### config.mk
export PLATFORM = sky130hd
export DESIGN_NAME = dsg_clock_gate
export DESIGN_NICKNAME = d
export VERILOG_FILES = /design/src/dsg_pkg.sv /design/src/dsg_clock_gate.sv
export SDC_FILE = /design/constraint.sdc
export NUM_CORES = 1
export LEC_CHECK = 0
export ABC_AREA = 0
export BUFFER_PORTS_ARGS = -buffer_cell sky130_fd_sc_hd__buf_4
export CAP_MARGIN = 20
export CORE_ASPECT_RATIO = 1.75
export CORE_MARGIN = 2
export CORE_UTILIZATION = 40
export DETAILED_ROUTE_END_ITERATION = 16
export GPL_TIMING_DRIVEN = 0
export PLACE_DENSITY_LB_ADDON = 0.05
export SETUP_SLACK_MARGIN = 0.4
export SLEW_MARGIN = 20
export SYNTH_ARGS = -nofsm -noshare
export SYNTH_HDL_FRONTEND = slang
export SYNTH_SLANG_ARGS = --single-unit
### constraint.sdc
create_clock -name pclk -period 1.5 [get_ports pclk]
set_input_delay 0 -clock pclk [delete_from_list [all_inputs] [get_ports pclk]]
set_output_delay 0 -clock pclk [all_outputs]
set_load 0.005 [all_outputs]
### src/dsg_pkg.sv
// Package: offsets, field layout, reset values and types of the deep-sleep clock gate block
package dsg_pkg;

  // ----------------------------------------------------------------
  // Register offsets (byte addresses)
  // ----------------------------------------------------------------
  localparam logic [11:0] DSG_DCG0_OFS = 12'h120;
  localparam logic [11:0] DSG_AUTO_OFS = 12'h130;
  localparam logic [11:0] DSG_STAT_OFS = 12'h140;
  localparam logic [11:0] DSG_CLR_OFS = 12'h144;
  localparam logic [11:0] DSG_IEN_OFS = 12'h148;

  // ----------------------------------------------------------------
  // Field positions and reset values
  // ----------------------------------------------------------------
  localparam int DSG_ADC_BIT = 16;
  localparam int DSG_HIBER_BIT = 6;
  localparam int DSG_WDOG_BIT = 3;
  localparam int DSG_AUTO_BIT = 0;
  localparam logic [31:0] DSG_DCG0_RST = 32'h00000040;
  localparam logic DSG_AUTO_RST = 1'b0;

  // ----------------------------------------------------------------
  // Types
  // ----------------------------------------------------------------
  typedef struct packed {
    logic adc;
    logic hiber;
    logic wdog;
  } dsg_gate_t;

  // Enables after reset: only the hibernation unit clocked, matches 0x00000040
  localparam dsg_gate_t DSG_GATE_RST = 3'h2;

  typedef enum logic [1:0] {
    DSG_MODE_RUN,
    DSG_MODE_SLEEP,
    DSG_MODE_DEEP
  } dsg_mode_t;

  typedef struct packed {
    dsg_gate_t dcg;
    logic autogate;
    dsg_gate_t stat;
    dsg_gate_t ien;
    dsg_gate_t clk_en;
    dsg_gate_t fault;
    logic pready;
    logic pslverr;
    logic [31:0] prdata;
    logic irq;
  } dsg_state_t;

  // ----------------------------------------------------------------
  // Layout helpers
  // ----------------------------------------------------------------
  // Only the three enable positions exist; all else reads zero
  function automatic logic [31:0] dsg_pack(input dsg_gate_t g);
    logic [31:0] w;
    w = 32'h00000000;
    w[DSG_ADC_BIT] = g.adc;
    w[DSG_HIBER_BIT] = g.hiber;
    w[DSG_WDOG_BIT] = g.wdog;
    return w;
  endfunction

  function automatic dsg_gate_t dsg_unpack(input logic [31:0] w);
    dsg_gate_t g;
    g.adc = w[DSG_ADC_BIT];
    g.hiber = w[DSG_HIBER_BIT];
    g.wdog = w[DSG_WDOG_BIT];
    return g;
  endfunction

  function automatic logic [31:0] dsg_lanes(input logic [3:0] strb);
    return {{8{strb[3]}}, {8{strb[2]}}, {8{strb[1]}}, {8{strb[0]}}};
  endfunction

endpackage

### src/dsg_clock_gate.sv
// Deep-sleep clock gating register with mode selection, unit fault and interrupt logic
// Function
// - Gate register sits at 0x120, resets to 0x00000040.
// - Set bit clocks its unit; clear bit leaves it unclocked, disabled.
// - Access to an unclocked unit is answered with a bus fault.
// - Bit 16 is read-write converter 0 deep-sleep enable, resets 0.
// - Bit 6 is read-write hibernation deep-sleep enable, resets 1.
// - Bit 3 is read-write watchdog deep-sleep enable, resets 0.
// - All other bits are read-only zero; software preserves them.
// - Enables used in deep-sleep only; sleep gating needs auto-gating select.
`timescale 1ns/100ps
module dsg_clock_gate
  import dsg_pkg::*;
(
  input wire logic pclk,
  input wire logic presetn,
  input wire logic psel,
  input wire logic penable,
  input wire logic pwrite,
  input wire logic [11:0] paddr,
  input wire logic [31:0] pwdata,
  input wire logic [3:0] pstrb,
  output logic [31:0] prdata,
  output logic pready,
  output logic pslverr,
  input wire logic sleep_mode,
  input wire logic deep_sleep_mode,
  input wire dsg_gate_t run_clock_gate_0,
  input wire dsg_gate_t sleep_clock_gate_0,
  input wire dsg_gate_t unit_access,
  output dsg_gate_t unit_clock_enable,
  output dsg_gate_t unit_bus_fault,
  output logic irq
);

  dsg_state_t s_q;
  dsg_state_t s_d;
  dsg_mode_t mode;
  logic acc_done;
  logic [31:0] lanes;
  logic [31:0] rdata;
  logic hit;

  // ----------------------------------------------------------------
  // Power mode
  // ----------------------------------------------------------------
  always_comb begin
    if (deep_sleep_mode) begin
      mode = DSG_MODE_DEEP;
    end else if (sleep_mode) begin
      mode = DSG_MODE_SLEEP;
    end else begin
      mode = DSG_MODE_RUN;
    end
  end

  // ----------------------------------------------------------------
  // Read decode
  // ----------------------------------------------------------------
  always_comb begin
    rdata = 32'h00000000;
    hit = 1'b1;
    unique case (paddr)
      DSG_DCG0_OFS: rdata = dsg_pack(s_q.dcg);
      DSG_AUTO_OFS: rdata[DSG_AUTO_BIT] = s_q.autogate;
      DSG_STAT_OFS: rdata = dsg_pack(s_q.stat);
      DSG_CLR_OFS: rdata = 32'h00000000;
      DSG_IEN_OFS: rdata = dsg_pack(s_q.ien);
      default: hit = 1'b0;
    endcase
  end

  // ----------------------------------------------------------------
  // Next state
  // ----------------------------------------------------------------
  // One wait state: pready comes from a flop, so the access phase is two cycles
  assign acc_done = psel & penable & s_q.pready;
  assign lanes = dsg_lanes(pstrb);

  always_comb begin
    s_d = s_q;
    s_d.pready = psel & penable & ~s_q.pready;
    if (psel & penable & ~s_q.pready) begin
      s_d.pslverr = ~hit;
      s_d.prdata = pwrite ? 32'h00000000 : rdata;
    end else begin
      s_d.pslverr = 1'b0;
      s_d.prdata = 32'h00000000;
    end

    // Unpack keeps only the three enables, so reserved bits never land
    if (acc_done & pwrite & hit) begin
      unique case (paddr)
        DSG_DCG0_OFS: s_d.dcg = dsg_unpack((dsg_pack(s_q.dcg) & ~lanes) | (pwdata & lanes));
        DSG_AUTO_OFS: if (pstrb[0]) s_d.autogate = pwdata[DSG_AUTO_BIT];
        DSG_IEN_OFS: s_d.ien = dsg_unpack((dsg_pack(s_q.ien) & ~lanes) | (pwdata & lanes));
        default: s_d.autogate = s_q.autogate;
      endcase
    end

    // Deep-sleep uses this register; sleep gating only with auto-gating select
    unique case (mode)
      DSG_MODE_DEEP: s_d.clk_en = s_q.dcg;
      DSG_MODE_SLEEP: s_d.clk_en = s_q.autogate ? sleep_clock_gate_0 : run_clock_gate_0;
      DSG_MODE_RUN: s_d.clk_en = run_clock_gate_0;
    endcase

    // Faults judged against the enable the unit actually sees this cycle
    s_d.fault = unit_access & ~s_q.clk_en;

    // Set wins over a same-cycle clear
    s_d.stat = s_q.stat;
    if (acc_done & pwrite & (paddr == DSG_CLR_OFS)) begin
      s_d.stat = s_q.stat & ~dsg_unpack(pwdata & lanes);
    end
    s_d.stat = s_d.stat | s_d.fault;
    s_d.irq = |(s_d.stat & s_d.ien);
  end

  // ----------------------------------------------------------------
  // State register
  // ----------------------------------------------------------------
  always_ff @(posedge pclk or negedge presetn) begin
    if (!presetn) begin
      s_q.dcg <= DSG_GATE_RST;
      s_q.autogate <= DSG_AUTO_RST;
      s_q.stat <= '0;
      s_q.ien <= '0;
      s_q.clk_en <= DSG_GATE_RST;
      s_q.fault <= '0;
      s_q.pready <= 1'b0;
      s_q.pslverr <= 1'b0;
      s_q.prdata <= 32'h00000000;
      s_q.irq <= 1'b0;
    end else begin
      s_q <= s_d;
    end
  end

  assign prdata = s_q.prdata;
  assign pready = s_q.pready;
  assign pslverr = s_q.pslverr;
  assign unit_clock_enable = s_q.clk_en;
  assign unit_bus_fault = s_q.fault;
  assign irq = s_q.irq;

endmodule // dsg_clock_gate

==> results_dict.tcl <==
set metrics [dict create \
    status "complete, but fails checks" \
    violations "hold timing" \
    start_util_pct 41.38 \
    yosys_warnings 0 \
    die_h_um 84.64 \
    finalSetupViolCount 0 \
    overflow 0 \
    slew_headroom_pct 65.77 \
    dp_cells 266 \
    place.gp.congestion 0.7663 \
    cts_max_level 1 \
    synth_cells 148 \
    synth_edf_count 0 \
    grt_max_degree 24 \
    vias_per_cell 4.469 \
    final_cells 277 \
    cts_tree "yes" \
    async_flop_share_pct 100.0 \
    synth_top_area_share_pct 35.35 \
    leakage_nw 1.130 \
    power.net_switching_mw 0.2955 \
    hpwl_um 2693 \
    fp.dieArea_um2 4239 \
    crit_path_end_kind "flop" \
    busiest_layer "met2" \
    track_usage_pct 15.53 \
    drcViolationCount 0 \
    switching_share_pct 23.20 \
    min_period_ps 1454 \
    synth_area_leader_cell "dfrtp_1" \
    yosys.area_share.adder_pct 0 \
    drtAntennaViolNets 0 \
    max_clock_freq_mhz 687.9 \
    critPathArrivalTime_ps 1590 \
    grt_use_met1_pct 16.63 \
    clkTransAtPathRegs_ps 80 \
    die_width_um 50.08 \
    p_seq_share_pct 50.1 \
    synth_top_family_by_area "buffers and inverters" \
    ir_drop_mv 0.5128 \
    finalHoldViolCount 1 \
    crit_fanout 4 \
    diodes 0 \
    vias 1238 \
    tightest_slew_ps 511.2 \
    grt_pass1_vias 1151 \
    power_density_nw_per_um2 593.9 \
    slew_viol_final 0 \
    cts-root-buf "clkbuf_8" \
    cpMaxStageDelayCell "mux2_1" \
    finalPower_mw 1.274 \
    port_buffers 45 \
    ys.flop_type "dfrtp_1" \
    syn_to_final_growth_pct 44.28 \
    synth-simple-area-share_pct 19.87 \
    first_pass_iters 4 \
    synth_xor_area_share_pct 0 \
    grtUsageMet2_pct 29.90 \
    combinationalPowerShare_pct 21.3 \
    clk_path_buf_depth 2 \
    cpPeakStageDelay_ps 380 \
    synth_area_um2 1486 \
    drt-initial-drc-count 36 \
    grt_pass1_wl_um 5099 \
    core_area_um2 3592 \
    synth.area.mux_share_pct 10.10 \
    drive_gt1_share_pct 51.08 \
    synth_cell_type_count 34 \
    use_met3_pct 1.246 \
    cap_violations 0 \
    cp_common_cell "nand4_1" \
    clock_latency_ps 260 \
    rows 29 \
    dpl-instance-area_um2 1998 \
    synth-seq-area-share_pct 38.89 \
    fin_area_um2 2145 \
    wl_um 3275 \
    nNetsFinal 296 \
    hp-class "input port to flop" \
    worst_hold_slack_ps -0.8730 \
    cts_made_buffers 3 \
    path_class "flop to flop" \
    critPathTopFamily "simple AND/OR/NAND/NOR gates" \
    antenna_found_initial 0 \
    path_cells "nand4_1 > nor2_4 > nand4_1 > mux2_1" \
    fin_worst_skew_ps 5.097 \
    ys_ff_latch 23 \
    p_int_mw 0.9782 \
    rsz0062_at_grt "yes" \
    io_pins 105 \
    avgSynthCellArea_um2 10.04 \
    synth-compound-area-share_pct 9.428 \
    wl_per_cell_um 11.82 \
    cts_sinks 23 \
    required_ps 1640 \
    cp-start-kind "flop" \
    synth.area.top_cells "dfrtp_1 (35%), buf_4 (20%), mux2_1 (3.8%), dfstp_2 (3.5%), o21ai_0 (3.0%)" \
    cp_num_buf_inv 0 \
    clock_power_share_pct 28.6 \
    post-route-period-util_pct 96.92 \
]
## area by class of cell
cell class	instances	area, µm²
buffer	41	311.5
clock buffer	3	41.29
clock inverter	1	5.005
fill	326	1448
inverter	2	7.507
multi-input combinational	109	742.0
sequential	23	578.1
tap	46	57.56
timing repair buffer	52	401.6
## worst paths after layout
path,slack (ps),endpoint,startpoint,cells after the start
min reg2reg,460,unit_bus_fault[2],unit_clock_enable[2],1
max,50,s_q[42],pready,4
max in group asynchronous,1060,unit_clock_enable[1],presetn,2
max reg2reg,50,s_q[42],pready,4
min in group asynchronous,160,prdata[0],presetn,2
min,-0.9,s_q[41],pwdata[3],2
## synth_stat cells, types with 2 or more instances
master   instances
dfrtp_1         21
nor3_1           4
nor2_1           8
and3_1           5
o21ai_0          9
inv_1            2
mux2_2           3
a21o_1           3
and4_1           2
a21oi_1          2
dfstp_2          2
mux2_4           2
mux2i_1          3
a22oi_1          3
nand2_1         11
mux2_1           5
nand4_1          4
nor2b_1          3
buf_4           40
nand3_1          2
## power by group through the flow
| stage | Clock (mW) | Sequential [mW] | Combinational, mW |
|---|---|---|---|
| 3_5_place_dp | 0 | 0.651 | 0.254 |
| 6_report | 0.365 | 0.638 | 0.271 |
| 4_1_cts | 0.374 | 0.638 | 0.266 |
| 2_1_floorplan | 0 | 0.650 | 0.132 |
| 3_3_place_gp | 0 | 0.650 | 0.250 |
| 5_1_grt | 0.402 | 0.640 | 0.297 |
## cell families after synthesis
kind of cell	after synthesis
flip-flops	23
AO/OA/AOI/OAI	21
AND/OR/NAND/NOR	47
other	1
multiplexers	13
buffers and inverters	43
## routing by layer
metal	vias to the layer above	share of wire (%)
met5	-	0
met4	0	1.3
met3	4	5.4
met2	47	57
met1	570	36
li1	617	-
## cells in the final DEF, fill, tap and decap left out, types with 2 or more instances in the layout
cell           count
clkbuf_8           3
nor3_2             3
buf_6              2
mux2_1             2
inv_1              2
and3_4             2
dlygate4sd3_1      3
a21oi_1            2
nor3_1             2
buf_4             88
dfstp_2            2
mux2_2             3
o21ai_0            9
conb_1            28
nand4_1            4
nor2_1             7
and3_1             3
a21o_1             3
mux2_4             5
nor2b_1            2
and4_1             2
nand2_1           10
mux2i_1            3
a22oi_1            3
dfrtp_1           21
## stage by stage
stage	setup WS [ps]	TNS [ps]	util, %
floorplan	132.1	0	-
global placement	-147.3	-391.6	55.63
detailed placement	-170.9	-488.7	55.63
CTS	55.92	0	58.83
global route	-27.81	-50.15	59.70
finish	46.27	0	59.70
## repair_timing
action,4_1_cts,5_1_grt
buffers inserted,3,1
hold endpoints to repair,26,0
hold buffers,3,0
endpoints found under the setup margin,10,13
cloned,0,0
pin swaps,4,3
gates resized for setup,4,6
Power figures use the tool's default switching activity.
